[config.mk]
export PLATFORM = sky130hd
export DESIGN_NAME = link_mode_and_error_status
export DESIGN_NICKNAME = d
export VERILOG_FILES = /design/src/link_mode_pkg.sv /design/src/pin_sync.sv /design/src/code_checker.sv /design/src/link_mode_and_error_status.sv
export SDC_FILE = /design/constraint.sdc
export NUM_CORES = 1
export LEC_CHECK = 0
export ABC_AREA = 0
export CAP_MARGIN = 10
export CORE_ASPECT_RATIO = 1.4
export CORE_MARGIN = 2
export CORE_UTILIZATION = 44
export DETAILED_ROUTE_END_ITERATION = 8
export DONT_BUFFER_PORTS = 1
export SLEW_MARGIN = 10
export SYNTH_ARGS = -nofsm -noshare
export SYNTH_HDL_FRONTEND = slang
export SYNTH_SLANG_ARGS = --single-unit
[constraint.sdc]
create_clock -name aclk -period 4.01 [get_ports aclk]
set_clock_uncertainty 0.15 [all_clocks]
set_input_delay 0.2005 -clock aclk [delete_from_list [all_inputs] [get_ports aclk]]
set_output_delay 0.2005 -clock aclk [all_outputs]
set_load 0.02 [all_outputs]
[src/link_mode_pkg.sv]
// Constants, offsets and types for the link mode and error status block
package link_mode_pkg;
  localparam int          CLK_PERIOD_NS = 10;
  localparam int          SILENCE_NS    = 10000;
  localparam int          SILENCE_CYC   = SILENCE_NS / CLK_PERIOD_NS;
  localparam int          CNT_W         = 16;
  localparam logic [15:0] ACQ_GOOD_CNT  = 16'h0004;
  localparam logic [15:0] LOSS_BAD_CNT  = 16'h0004;
  localparam int          PIN_W         = 14;
  localparam int          MODE_W        = 13;

  localparam logic [7:0]  ADDR_STATUS   = 8'h00;
  localparam logic [7:0]  ADDR_MASK     = 8'h04;
  localparam logic [7:0]  ADDR_STATE    = 8'h08;
  localparam logic [7:0]  ADDR_CTRL     = 8'h0C;

  localparam int          ST_W          = 4;
  localparam int          ST_CODE_ERR   = 0;
  localparam int          ST_SYNC_LOST  = 1;
  localparam int          ST_SYNC_GAIN  = 2;
  localparam int          ST_MODE_CHG   = 3;
  localparam logic [3:0]  STATUS_RST    = 4'h0;
  localparam logic [3:0]  MASK_RST      = 4'h0;

  localparam int          SF_LOS        = 0;
  localparam int          SF_SYNCED     = 1;
  localparam int          SF_CODE_ERROR_LATCH       = 2;
  localparam int          SF_MODE_LSB   = 3;
  localparam int          SF_PORN       = 16;

  localparam int          CTRL_RESYNC   = 0;
  localparam int          CTRL_HOLD     = 1;
  localparam logic        CTRL_HOLD_RST = 1'b0;

  localparam logic [1:0]  RESP_OKAY     = 2'h0;
  localparam logic [1:0]  RESP_SLVERR   = 2'h2;

  typedef enum logic [1:0] {
    SYNC_HUNT    = 2'h0,
    SYNC_ACQUIRE = 2'h1,
    SYNC_LOCKED  = 2'h3
  } sync_state_t;
endpackage

[src/pin_sync.sv]
// Three-stage synchroniser for strapped pins, updating once stages two and three agree
`timescale 1ns/1ps
module pin_sync #(
  parameter int W = 1
) (
  input  wire logic         aclk,     // System clock
  input  wire logic         aresetn,  // Synchronous reset, active low
  input  wire logic [W-1:0] pin_in,   // Asynchronous pin levels
  input  wire logic [W-1:0] rst_val,  // Constant value after reset
  output logic      [W-1:0] pin_out   // Qualified synchronised levels
);
  logic [W-1:0] s1_r;
  logic [W-1:0] s2_r;
  logic [W-1:0] s3_r;
  logic [W-1:0] out_nxt;

  always_comb
  begin
    out_nxt = pin_out;
    for (int i = 0; i < W; i++)
    begin
      if (s2_r[i] == s3_r[i])
        out_nxt[i] = s3_r[i];
    end
  end

  always_ff @(posedge aclk)
  begin
    if (!aresetn)
    begin
      s1_r    <= rst_val;
      s2_r    <= rst_val;
      s3_r    <= rst_val;
      pin_out <= rst_val;
    end
    else
    begin
      s1_r    <= pin_in;
      s2_r    <= s1_r;
      s3_r    <= s2_r;
      pin_out <= out_nxt;
    end
  end
endmodule

[src/code_checker.sv]
// Checks received ten-bit code groups against the sub-block disparity rules
`timescale 1ns/1ps
module code_checker (
  input  wire logic       aclk,       // System clock
  input  wire logic       aresetn,    // Synchronous reset, active low
  input  wire logic       enable,     // Checking active while link not hunting
  input  wire logic [9:0] code,       // Received code group
  input  wire logic       code_valid, // Code group present this cycle
  output logic            err_r,      // One-cycle pulse per violation
  output logic            done_r      // One-cycle pulse per checked group
);
  logic rd_r;
  logic rd_known_r;
  logic rd_nxt;
  logic rd_known_nxt;
  logic err_nxt;
  logic done_nxt;
  logic [2:0] ones6;
  logic [2:0] ones4;

  function automatic logic [2:0] ones(input logic [5:0] v);
    logic [2:0] n;
    n = 3'h0;
    for (int i = 0; i < 6; i++)
      n = n + {2'h0, v[i]};
    return n;
  endfunction

  always_comb
  begin
    ones6        = ones(code[9:4]);
    ones4        = ones({2'h0, code[3:0]});
    rd_nxt       = rd_r;
    rd_known_nxt = rd_known_r;
    err_nxt      = 1'b0;
    done_nxt     = 1'b0;
    if (!enable)
    begin
      rd_nxt       = 1'b0;
      rd_known_nxt = 1'b0;
    end
    else if (code_valid)
    begin
      done_nxt = 1'b1;
      // Sub-block weight out of range, or unbalanced the wrong way
      if (ones6 < 3'h2 || ones6 > 3'h4 || ones4 < 3'h1 || ones4 > 3'h3)
        err_nxt = 1'b1;
      else
      begin
        if (ones6 != 3'h3)
        begin
          if (rd_known_r && ((ones6 == 3'h4) == rd_r))
            err_nxt = 1'b1;
          rd_nxt = (ones6 == 3'h4);
        end
        if (ones4 != 3'h2)
        begin
          if ((rd_known_r || ones6 != 3'h3) && ((ones4 == 3'h3) == rd_nxt))
            err_nxt = 1'b1;
          rd_nxt = (ones4 == 3'h3);
        end
        if (ones6 != 3'h3 || ones4 != 3'h2)
          rd_known_nxt = 1'b1;
      end
    end
  end

  always_ff @(posedge aclk)
  begin
    if (!aresetn)
    begin
      rd_r       <= 1'b0;
      rd_known_r <= 1'b0;
      err_r      <= 1'b0;
      done_r     <= 1'b0;
    end
    else
    begin
      rd_r       <= rd_nxt;
      rd_known_r <= rd_known_nxt;
      err_r      <= err_nxt;
      done_r     <= done_nxt;
    end
  end
endmodule

[src/link_mode_and_error_status.sv]
// Mode straps, link sync state, code error flags and AXI4-Lite register file
//
// Behaviour
// - Format hold low selects asymmetrical mode, high selects symmetrical mode.
// - Laser set-up low selects power adjustment mode, high normal operation.
// - Three-bit diagnostic select picks normal, local or remote loopback modes.
// - Two-bit line format select picks NRZ, HDB3, B8ZS or AMI interpretation.
// - Loss-of-signal output high while receive data unreliable, low when reliable.
// - Code-error latch goes high on any 8B10B violation received while the link is not hunting, and stays high.
// - Code-error latch clears whenever link forced out of sync, including reset, unless a violation sets it in the same cycle.
// - Error pulse output goes high with each individual 8B10B violation received while the link is not hunting.
// - Four-bit rate select sets line rate and number of main channels.
// - Power-on reset input low initialises; high needed for normal operation.
// - Carrier detect high only when modems synchronised and exchanging data.
`timescale 1ns/1ps
module link_mode_and_error_status (
  input  wire logic        aclk,               // System clock
  input  wire logic        aresetn,            // Synchronous reset, active low
  input  wire logic        format_hold,        // High symmetrical, low asymmetrical
  input  wire logic        laser_setup_n,      // Low selects laser power adjustment
  input  wire logic        diag_mode_sel_0,    // Diagnostic mode select bit 0
  input  wire logic        diag_mode_sel_1,    // Diagnostic mode select bit 1
  input  wire logic        diag_mode_sel_2,    // Diagnostic mode select bit 2
  input  wire logic        line_format_sel_0,  // Line format select bit 0
  input  wire logic        line_format_sel_1,  // Line format select bit 1
  input  wire logic        rate_sel_0,         // Data rate select bit 0
  input  wire logic        rate_sel_1,         // Data rate select bit 1
  input  wire logic        rate_sel_2,         // Data rate select bit 2
  input  wire logic        rate_sel_3,         // Data rate select bit 3
  input  wire logic        power_on_reset_n,   // Power-on reset pin, active low
  input  wire logic [9:0]  rx_code,            // Received 8B10B code group
  input  wire logic        rx_code_valid,      // Code group strobe
  output logic             signal_missing_flag,// Receive data unreliable
  output logic             link_synced_flag,   // Modems synchronised
  output logic             code_error_latch,   // Sticky code error
  output logic             code_error_pulse,   // One pulse per code error
  output logic             symmetric_mode,     // Applied format hold
  output logic             laser_adjust_mode,  // Applied laser set-up mode
  output logic [2:0]       diag_mode,          // Applied diagnostic mode
  output logic [1:0]       line_format,        // Applied line format
  output logic [3:0]       active_rate,        // Applied data rate select
  output logic             irq,                // Level interrupt
  input  wire logic [7:0]  s_axi_awaddr,       // Write address
  input  wire logic        s_axi_awvalid,      // Write address valid
  output logic             s_axi_awready,      // Write address ready
  input  wire logic [31:0] s_axi_wdata,        // Write data
  input  wire logic [3:0]  s_axi_wstrb,        // Write byte strobes
  input  wire logic        s_axi_wvalid,       // Write data valid
  output logic             s_axi_wready,       // Write data ready
  output logic [1:0]       s_axi_bresp,        // Write response
  output logic             s_axi_bvalid,       // Write response valid
  input  wire logic        s_axi_bready,       // Write response ready
  input  wire logic [7:0]  s_axi_araddr,       // Read address
  input  wire logic        s_axi_arvalid,      // Read address valid
  output logic             s_axi_arready,      // Read address ready
  output logic [31:0]      s_axi_rdata,        // Read data
  output logic [1:0]       s_axi_rresp,        // Read response
  output logic             s_axi_rvalid,       // Read data valid
  input  wire logic        s_axi_rready        // Read data ready
);
  localparam int MW = link_mode_pkg::MODE_W;
  localparam int SW = link_mode_pkg::ST_W;
  localparam logic [15:0] SIL_CNT = 16'(link_mode_pkg::SILENCE_CYC);

  logic [link_mode_pkg::PIN_W-1:0] pins_raw;
  logic [link_mode_pkg::PIN_W-1:0] pins_sync;
  logic [link_mode_pkg::PIN_W-1:0] pins_rst;
  logic                            por_ok;
  logic                            chk_err;
  logic                            chk_done;

  // Pin word: {por_n, 0, rate[3:0], format[1:0], diag[2:0], 0, setup_n, fhold}
  assign pins_raw = {power_on_reset_n, 1'b0, rate_sel_3, rate_sel_2, rate_sel_1, rate_sel_0,
                     line_format_sel_1, line_format_sel_0, diag_mode_sel_2, diag_mode_sel_1,
                     diag_mode_sel_0, 1'b0, laser_setup_n, format_hold};
  assign pins_rst = {1'b0, 10'h000, 1'b0, 1'b1, 1'b1};

  pin_sync #(.W(link_mode_pkg::PIN_W)) u_sync (
    .aclk    (aclk),
    .aresetn (aresetn),
    .pin_in  (pins_raw),
    .rst_val (pins_rst),
    .pin_out (pins_sync)
  );

  logic [MW-1:0] mode_now;
  assign mode_now = {pins_sync[12:0]};
  assign por_ok   = pins_sync[13];

  // Sync state and mode application
  link_mode_pkg::sync_state_t state_r;
  link_mode_pkg::sync_state_t state_nxt;
  logic [15:0]   good_r;
  logic [15:0]   good_nxt;
  logic [15:0]   bad_r;
  logic [15:0]   bad_nxt;
  logic [15:0]   quiet_r;
  logic [15:0]   quiet_nxt;
  logic [MW-1:0] mode_r;
  logic [MW-1:0] mode_nxt;
  logic          force_out;
  logic          mode_diff;
  logic          resync_r;
  logic          hold_r;
  logic          code_error_latch_nxt;
  logic          chk_en;

  assign chk_en = (state_r != link_mode_pkg::SYNC_HUNT);

  code_checker u_chk (
    .aclk       (aclk),
    .aresetn    (aresetn),
    .enable     (chk_en),
    .code       (rx_code),
    .code_valid (rx_code_valid),
    .err_r      (chk_err),
    .done_r     (chk_done)
  );

  always_comb
  begin
    state_nxt = state_r;
    good_nxt  = good_r;
    bad_nxt   = bad_r;
    quiet_nxt = rx_code_valid ? 16'h0000 : quiet_r + 16'h0001;
    mode_nxt  = mode_r;
    mode_diff = (mode_now != mode_r);
    force_out = !por_ok || hold_r || resync_r || mode_diff;
    if (force_out)
    begin
      state_nxt = link_mode_pkg::SYNC_HUNT;
      mode_nxt  = mode_now;
      good_nxt  = 16'h0000;
      bad_nxt   = 16'h0000;
    end
    else
    begin
      case (state_r)
        link_mode_pkg::SYNC_HUNT:
        begin
          good_nxt = 16'h0000;
          bad_nxt  = 16'h0000;
          if (rx_code_valid)
            state_nxt = link_mode_pkg::SYNC_ACQUIRE;
        end
        link_mode_pkg::SYNC_ACQUIRE:
        begin
          if (chk_done && chk_err)
            state_nxt = link_mode_pkg::SYNC_HUNT;
          else if (chk_done)
          begin
            good_nxt = good_r + 16'h0001;
            if (good_nxt >= link_mode_pkg::ACQ_GOOD_CNT)
              state_nxt = link_mode_pkg::SYNC_LOCKED;
          end
          if (quiet_r >= SIL_CNT)
            state_nxt = link_mode_pkg::SYNC_HUNT;
        end
        link_mode_pkg::SYNC_LOCKED:
        begin
          if (chk_done && chk_err)
          begin
            bad_nxt = bad_r + 16'h0001;
            if (bad_nxt >= link_mode_pkg::LOSS_BAD_CNT)
              state_nxt = link_mode_pkg::SYNC_HUNT;
          end
          else if (chk_done)
            bad_nxt = 16'h0000;
          if (quiet_r >= SIL_CNT)
            state_nxt = link_mode_pkg::SYNC_HUNT;
        end
        default:
          state_nxt = link_mode_pkg::SYNC_HUNT;
      endcase
    end
    if (quiet_r == 16'hFFFF && !rx_code_valid)
      quiet_nxt = quiet_r;
    // Set wins over the out-of-sync clear
    code_error_latch_nxt = code_error_latch;
    if (state_r != link_mode_pkg::SYNC_HUNT && state_nxt == link_mode_pkg::SYNC_HUNT)
      code_error_latch_nxt = 1'b0;
    if (force_out)
      code_error_latch_nxt = 1'b0;
    if (chk_err && por_ok)
      code_error_latch_nxt = 1'b1;
  end

  always_ff @(posedge aclk)
  begin
    if (!aresetn)
    begin
      state_r             <= link_mode_pkg::SYNC_HUNT;
      good_r              <= 16'h0000;
      bad_r               <= 16'h0000;
      quiet_r             <= 16'h0000;
      mode_r              <= 13'h0003;
      code_error_latch    <= 1'b0;
      code_error_pulse    <= 1'b0;
      signal_missing_flag <= 1'b1;
      link_synced_flag    <= 1'b0;
      symmetric_mode      <= 1'b1;
      laser_adjust_mode   <= 1'b0;
      diag_mode           <= 3'h0;
      line_format         <= 2'h0;
      active_rate         <= 4'h0;
    end
    else
    begin
      state_r             <= state_nxt;
      good_r              <= good_nxt;
      bad_r               <= bad_nxt;
      quiet_r             <= quiet_nxt;
      mode_r              <= mode_nxt;
      code_error_latch    <= code_error_latch_nxt;
      code_error_pulse    <= chk_err && por_ok;
      signal_missing_flag <= (state_nxt != link_mode_pkg::SYNC_LOCKED);
      link_synced_flag    <= (state_nxt == link_mode_pkg::SYNC_LOCKED);
      symmetric_mode      <= mode_nxt[0];
      laser_adjust_mode   <= !mode_nxt[1];
      diag_mode           <= mode_nxt[5:3];
      line_format         <= mode_nxt[7:6];
      active_rate         <= mode_nxt[11:8];
    end
  end

  // Register file and AXI4-Lite slave
  logic [SW-1:0] status_r;
  logic [SW-1:0] status_nxt;
  logic [SW-1:0] mask_r;
  logic [SW-1:0] mask_nxt;
  logic [SW-1:0] events;
  logic          hold_nxt;
  logic          resync_nxt;
  logic          aw_hold_r;
  logic          aw_hold_nxt;
  logic          w_hold_r;
  logic          w_hold_nxt;
  logic [7:0]    awaddr_r;
  logic [7:0]    awaddr_nxt;
  logic [31:0]   wdata_r;
  logic [31:0]   wdata_nxt;
  logic [3:0]    wstrb_r;
  logic [3:0]    wstrb_nxt;
  logic          bvalid_nxt;
  logic [1:0]    bresp_nxt;
  logic          rvalid_nxt;
  logic [31:0]   rdata_nxt;
  logic [1:0]    rresp_nxt;
  logic [31:0]   wmask;
  logic [31:0]   state_word;
  logic          do_write;

  function automatic logic [2:0] reg_sel(input logic [7:0] a);
    if (a == link_mode_pkg::ADDR_STATUS)
      return 3'h0;
    else if (a == link_mode_pkg::ADDR_MASK)
      return 3'h1;
    else if (a == link_mode_pkg::ADDR_STATE)
      return 3'h2;
    else if (a == link_mode_pkg::ADDR_CTRL)
      return 3'h3;
    else
      return 3'h4;
  endfunction

  always_comb
  begin
    events = '0;
    events[link_mode_pkg::ST_CODE_ERR]  = chk_err && por_ok;
    events[link_mode_pkg::ST_SYNC_LOST] = (state_r == link_mode_pkg::SYNC_LOCKED) &&
                                          (state_nxt != link_mode_pkg::SYNC_LOCKED);
    events[link_mode_pkg::ST_SYNC_GAIN] = (state_r != link_mode_pkg::SYNC_LOCKED) &&
                                          (state_nxt == link_mode_pkg::SYNC_LOCKED);
    events[link_mode_pkg::ST_MODE_CHG]  = mode_diff;
    state_word = '0;
    state_word[link_mode_pkg::SF_LOS]    = signal_missing_flag;
    state_word[link_mode_pkg::SF_SYNCED] = link_synced_flag;
    state_word[link_mode_pkg::SF_CODE_ERROR_LATCH]   = code_error_latch;
    state_word[link_mode_pkg::SF_MODE_LSB +: MW] = mode_r;
    state_word[link_mode_pkg::SF_PORN]   = por_ok;
    for (int i = 0; i < 4; i++)
      wmask[i*8 +: 8] = {8{wstrb_r[i]}};
    aw_hold_nxt = aw_hold_r;
    w_hold_nxt  = w_hold_r;
    awaddr_nxt  = awaddr_r;
    wdata_nxt   = wdata_r;
    wstrb_nxt   = wstrb_r;
    bvalid_nxt  = s_axi_bvalid && !s_axi_bready;
    bresp_nxt   = s_axi_bresp;
    if (s_axi_awvalid && s_axi_awready)
    begin
      aw_hold_nxt = 1'b1;
      awaddr_nxt  = s_axi_awaddr;
    end
    if (s_axi_wvalid && s_axi_wready)
    begin
      w_hold_nxt = 1'b1;
      wdata_nxt  = s_axi_wdata;
      wstrb_nxt  = s_axi_wstrb;
    end
    do_write   = aw_hold_r && w_hold_r && !s_axi_bvalid;
    status_nxt = status_r;
    mask_nxt   = mask_r;
    hold_nxt   = hold_r;
    resync_nxt = 1'b0;
    if (do_write)
    begin
      aw_hold_nxt = 1'b0;
      w_hold_nxt  = 1'b0;
      bvalid_nxt  = 1'b1;
      bresp_nxt   = link_mode_pkg::RESP_OKAY;
      case (reg_sel(awaddr_r))
        3'h0: status_nxt = status_r & ~(wdata_r[SW-1:0] & wmask[SW-1:0]);
        3'h1: mask_nxt = (mask_r & ~wmask[SW-1:0]) | (wdata_r[SW-1:0] & wmask[SW-1:0]);
        3'h2: bresp_nxt = link_mode_pkg::RESP_OKAY;
        3'h3:
        begin
          if (wstrb_r[0])
          begin
            hold_nxt   = wdata_r[link_mode_pkg::CTRL_HOLD];
            resync_nxt = wdata_r[link_mode_pkg::CTRL_RESYNC];
          end
        end
        default: bresp_nxt = link_mode_pkg::RESP_SLVERR;
      endcase
    end
    status_nxt = status_nxt | events;
    rvalid_nxt = s_axi_rvalid && !s_axi_rready;
    rdata_nxt  = s_axi_rdata;
    rresp_nxt  = s_axi_rresp;
    if (s_axi_arvalid && s_axi_arready)
    begin
      rvalid_nxt = 1'b1;
      rresp_nxt  = link_mode_pkg::RESP_OKAY;
      case (reg_sel(s_axi_araddr))
        3'h0: rdata_nxt = {28'h0, status_r};
        3'h1: rdata_nxt = {28'h0, mask_r};
        3'h2: rdata_nxt = state_word;
        3'h3: rdata_nxt = {30'h0, hold_r, 1'b0};
        default:
        begin
          rdata_nxt = 32'h00000000;
          rresp_nxt = link_mode_pkg::RESP_SLVERR;
        end
      endcase
    end
  end

  always_ff @(posedge aclk)
  begin
    if (!aresetn)
    begin
      status_r      <= link_mode_pkg::STATUS_RST;
      mask_r        <= link_mode_pkg::MASK_RST;
      hold_r        <= link_mode_pkg::CTRL_HOLD_RST;
      resync_r      <= 1'b0;
      irq           <= 1'b0;
      aw_hold_r     <= 1'b0;
      w_hold_r      <= 1'b0;
      awaddr_r      <= 8'h00;
      wdata_r       <= 32'h00000000;
      wstrb_r       <= 4'h0;
      s_axi_awready <= 1'b0;
      s_axi_wready  <= 1'b0;
      s_axi_bvalid  <= 1'b0;
      s_axi_bresp   <= 2'h0;
      s_axi_arready <= 1'b0;
      s_axi_rvalid  <= 1'b0;
      s_axi_rdata   <= 32'h00000000;
      s_axi_rresp   <= 2'h0;
    end
    else
    begin
      status_r      <= status_nxt;
      mask_r        <= mask_nxt;
      hold_r        <= hold_nxt;
      resync_r      <= resync_nxt;
      irq           <= |(status_nxt & mask_nxt);
      aw_hold_r     <= aw_hold_nxt;
      w_hold_r      <= w_hold_nxt;
      awaddr_r      <= awaddr_nxt;
      wdata_r       <= wdata_nxt;
      wstrb_r       <= wstrb_nxt;
      s_axi_awready <= !aw_hold_nxt && !bvalid_nxt;
      s_axi_wready  <= !w_hold_nxt && !bvalid_nxt;
      s_axi_bvalid  <= bvalid_nxt;
      s_axi_bresp   <= bresp_nxt;
      s_axi_arready <= !rvalid_nxt;
      s_axi_rvalid  <= rvalid_nxt;
      s_axi_rdata   <= rdata_nxt;
      s_axi_rresp   <= rresp_nxt;
    end
  end
endmodule

==> flow_summary_export.csv <==
group,metric,value,unit
run_status,status,"finished, final reports clean",
drt,via_per_inst,5.41,
synth,synth_ff_type,"dfxtp_1",
synth,synthTopCellsByArea,"dfxtp_1 (45%), nor2_1 (5.0%), a21oi_1 (4.7%), nand2_1 (4.4%), and2_1 (3.7%)",
timing,period_needed,3.10,ns
final_layout,area_growth,15.1,%
hold_path,hold_class,"input port to register",
timing,tightestPinTransition,0.782,ns
timing,max_slew_margin,47.9,%
critical_path,path_max_fanout,7,
critical_path,reg2reg_setup_slack,0.91,ns
drt,wl,15800,um
critical_path,worstReg2RegStart,"good_r[0]$_SDFFE_PP0P_",
pwr,p_int,0.00267,W
critical_path,cp_data_required_time,4.18,ns
final_layout,nets,1001,
synth,post-synth-top-area-fraction,44.7,%
synth,synth_xor_area_share,3.53,%
critical_path,reg2reg_to,"status_r[2]$_SDFF_PN0_",
clocking,numCtsBuffers,17,
floorplan,initial_core_util,44.6,%
critical_path,startpoint_type,"register",
pwr,powerDensity,419,nW/um2
final_layout,insertedDiodeCount,0,
clocking,clock-root-buffer,"clkbuf_16",
final_layout,design_area,8560,um2
synth,synth.distinct_cells,68,
floorplan,fp.dieArea,18000,um2
critical_path,cp_cell_sequence,"ha_1, nand3_1, or4_1, xor2_1, o221ai_1, nor3_2, o211ai_2, and4b_1, a22o_1",
final_layout,register_area,3320,um2
clocking,post_cts_buffers,0,
synth,async_flop_share,0,%
critical_path,reg2reg_depth,9,
clocking,clock_latency,0.43,ns
clocking,htreeDepth,4,
synth,ys_warn_count,0,
critical_path,slowest_delay,0.61,ns
critical_path,path_delay_family,"simple AND/OR/NAND/NOR gates",
synth,synth_fa_ha_area_share,3.10,%
drt,ant_nets,0,
placed_design,dp.cells,1037,
clocking,ctsLongestPathBuffers,2,
synth,synth_compound_gate_area_share,15.5,%
timing,rsz0062_at_grt,"false",
timing,slew_viol_final,0,
pwr,p_sw,0.000915,W
synth,synth_cells,880,
critical_path,arrival,3.27,ns
pwr,ir_drop,0.256,mV
final_layout,final_layout_size_suffix_gt1_share,5.57,%
global_route,grt_pass1_vias,5548,
floorplan,io-pin-count,139,
synth,muxShareOfSynthArea,1.36,%
synth,synth_top_family_by_area,"simple AND/OR/NAND/NOR gates",
critical_path,cp_slowest_cell,"or4_1",
placed_design,placement.io_buffers,0,
final_layout,nFillCells,1555,
hold_path,min_from,"s_axi_awvalid",
pwr,power_frac_comb,5.6,%
synth,yosysSeqAreaShare,44.7,%
global_route,antenna_found_initial,0,
critical_path,crit_type,"register to register",
global_route,grt-ovfl-total,0,
drt,drc,0,
critical_path,crit_buf_inv,0,
global_route,grt_usage,17.8,%
pwr,power_leakage,3.25,nW
floorplan,dieHeight,158,um
pwr,power_frac_seq,47.4,%
timing,hold_viol,0,
job,maxCapViolations,0,
timing,final.setup.tns,0,ns
global_route,grt_max_degree,65,
placed_design,placed_area,7420,um2
placed_design,gp_congestion,0.819,
synth,synth_edf_count,0,
synth,synth-simple-area-share,25.5,%
drt,dr_total_vias,6049,
drt,wl_per_cell,14.1,um
synth,syn_avg_cell_area,8.45,um2
synth,synth-seq-cells,166,
synth,yosys.area.top_type,"dfxtp_1",
timing,setup_violations,0,
final_layout,multi_input_area,3710,um2
floorplan,row_count,56,
pwr,p_sw_share,25.5,%
clocking,cts.sinks,166,
timing,layout_worst_path_cycle_share,77.3,%
timing,max_freq,323,MHz
hold_path,holdPathStages,3,
hold_path,holdPathEnd,"awaddr_r[2]$_SDFFE_PN0P_",
pwr,p_clk_share,47.0,%
critical_path,worstSetupEndpointType,"register",
synth,netlist_area,7440,um2
clocking,cts_tree,"done",
floorplan,fp.coreArea,16700,um2
clocking,clk_pin_slew,0.07,ns
final_layout,stdcell_count,1119,
floorplan,die_x,114,um
global_route,grt_pass1_wl,25900,um
drt,drtIter0Drc,378,
drt,firstDrtPassIters,5,
placed_design,place_hpwl,10500,um
-- synth_stat cells (all sizes together), types with 5 or more instances --
library cell	n
dfxtp	166
nor2	99
nand2	88
a21oi	71
o21ai	45
and2	44
buf	37
clkbuf	31
inv	28
nand3	28
xor2	22
a22oi	20
nor3	19
and3	16
nand2b	15
nand4	15
nor4	15
ha	12
mux2i	9
a31oi	8
or3	8
xnor2	8
a311oi	7
nor3b	5
-- metal layers --
metal  share of wire (%)  vias to the layer above  GRT usage (%)
li1                    -                     3070              -
met1                  43                     2836           20.2
met2                  51                      126           32.5
met3                 4.4                       17           4.13
met4                 1.3                        0           6.62
met5                   0                        -              0
-- final cells by class --
class | count | share of cell area [%]
Multi-Input combinational cell | 636 | 43.3
Clock inverter | 15 | 2.40
Inverter | 28 | 1.23
Timing Repair Buffer | 54 | 6.31
Sequential cell | 166 | 38.8
Tap cell | 203 | 2.97
Clock buffer | 17 | 4.97
-- placed cells by master (no fill, tap or decap), types with 16 or more instances in the layout --
cell type,synthesis,layout
dfxtp_1,166,166
nor2_1,99,99
nand2_1,88,88
a21oi_1,70,70
dlygate4sd3_1,0,49
and2_1,44,44
o21ai_0,44,44
nand3_1,28,28
inv_1,27,27
xor2_1,22,22
a22oi_1,20,20
conb_1,1,19
nor3_1,17,17
clkbuf_16,0,17
and3_1,16,16
-- registers in the layout, summed over array words and instances, names as in the netlist, 2 cells and up --
signal and cells:
bad_r 16, good_r 16, quiet_r 16, s_axi_rdata 15, u_sync.pin_out 12, u_sync.s1_r 12
u_sync.s2_r 12, u_sync.s3_r 12, awaddr_r 8, active_rate 4, mask_r 4, mode_r 4
status_r 4, wdata_r 4, diag_mode 2, state_r 2
-- stage by stage --
stage	hold WS, ns	setup WS (ns)	power (W)	util [%]
after floorplan	0.152	0.922	0.00188	-
after global placement	0.146	0.759	0.00189	44.5
after detailed placement	0.151	0.686	0.00189	44.5
after CTS	0.0000737	0.922	0.00363	51.4
after global routing	0.0232	0.664	0.00373	51.4
final	0.00882	0.911	0.00359	51.4
-- cell families (layout without fill, tap and decap cells) --
kind of cell	Yosys count	after routing
buffers and inverters	96	114
muxes	10	10
adders and majority gates	16	16
AOI/OAI and AO/OA	185	185
other	1	19
and+or+nand+nor	376	376
DFF	166	166
xor gates and xnor gates	30	30
-- what timing repair did --
action                     4_1_cts  5_1_grt
hold buffers                    50        0
setup endpoints to repair        0        0
hold endpoints to repair        89        0
gates resized for setup          0        0
-- tightest hold or removal path: stages --
cell     delay (ns)
nand2_1        0.16
nand2_1        0.12
a21oi_1        0.05
-- power groups by stage --
stage	registers [W]	logic (W)	clock network, W
2_1_floorplan	0.00173	0.000151	0
3_3_place_gp	0.00174	0.000153	0
3_5_place_dp	0.00174	0.000155	0
4_1_cts	0.00170	0.000202	0.00173
5_1_grt	0.00171	0.000226	0.00179
6_report	0.00170	0.000201	0.00169
-- worst max-delay path by stage --
stage / start / depth (start not counted) / endpoint / slack [ns]
5_1_grt: good_r[0]$_SDFFE_PP0P_ / 9 / status_r[2]$_SDFF_PN0_ / 0.66
3_3_place_gp: rx_code[4] / 13 / u_chk.rd_r$_SDFFE_PN0P_ / 0.76
2_1_floorplan: rx_code[4] / 13 / u_chk.rd_r$_SDFFE_PN0P_ / 0.92
3_5_place_dp: rx_code[4] / 13 / u_chk.rd_r$_SDFFE_PN0P_ / 0.69
4_1_cts: good_r[0]$_SDFFE_PP0P_ / 9 / status_r[2]$_SDFF_PN0_ / 0.92
6_report: good_r[0]$_SDFFE_PP0P_ / 9 / status_r[2]$_SDFF_PN0_ / 0.91
Note: power is estimated with default switching activity, not from simulation.
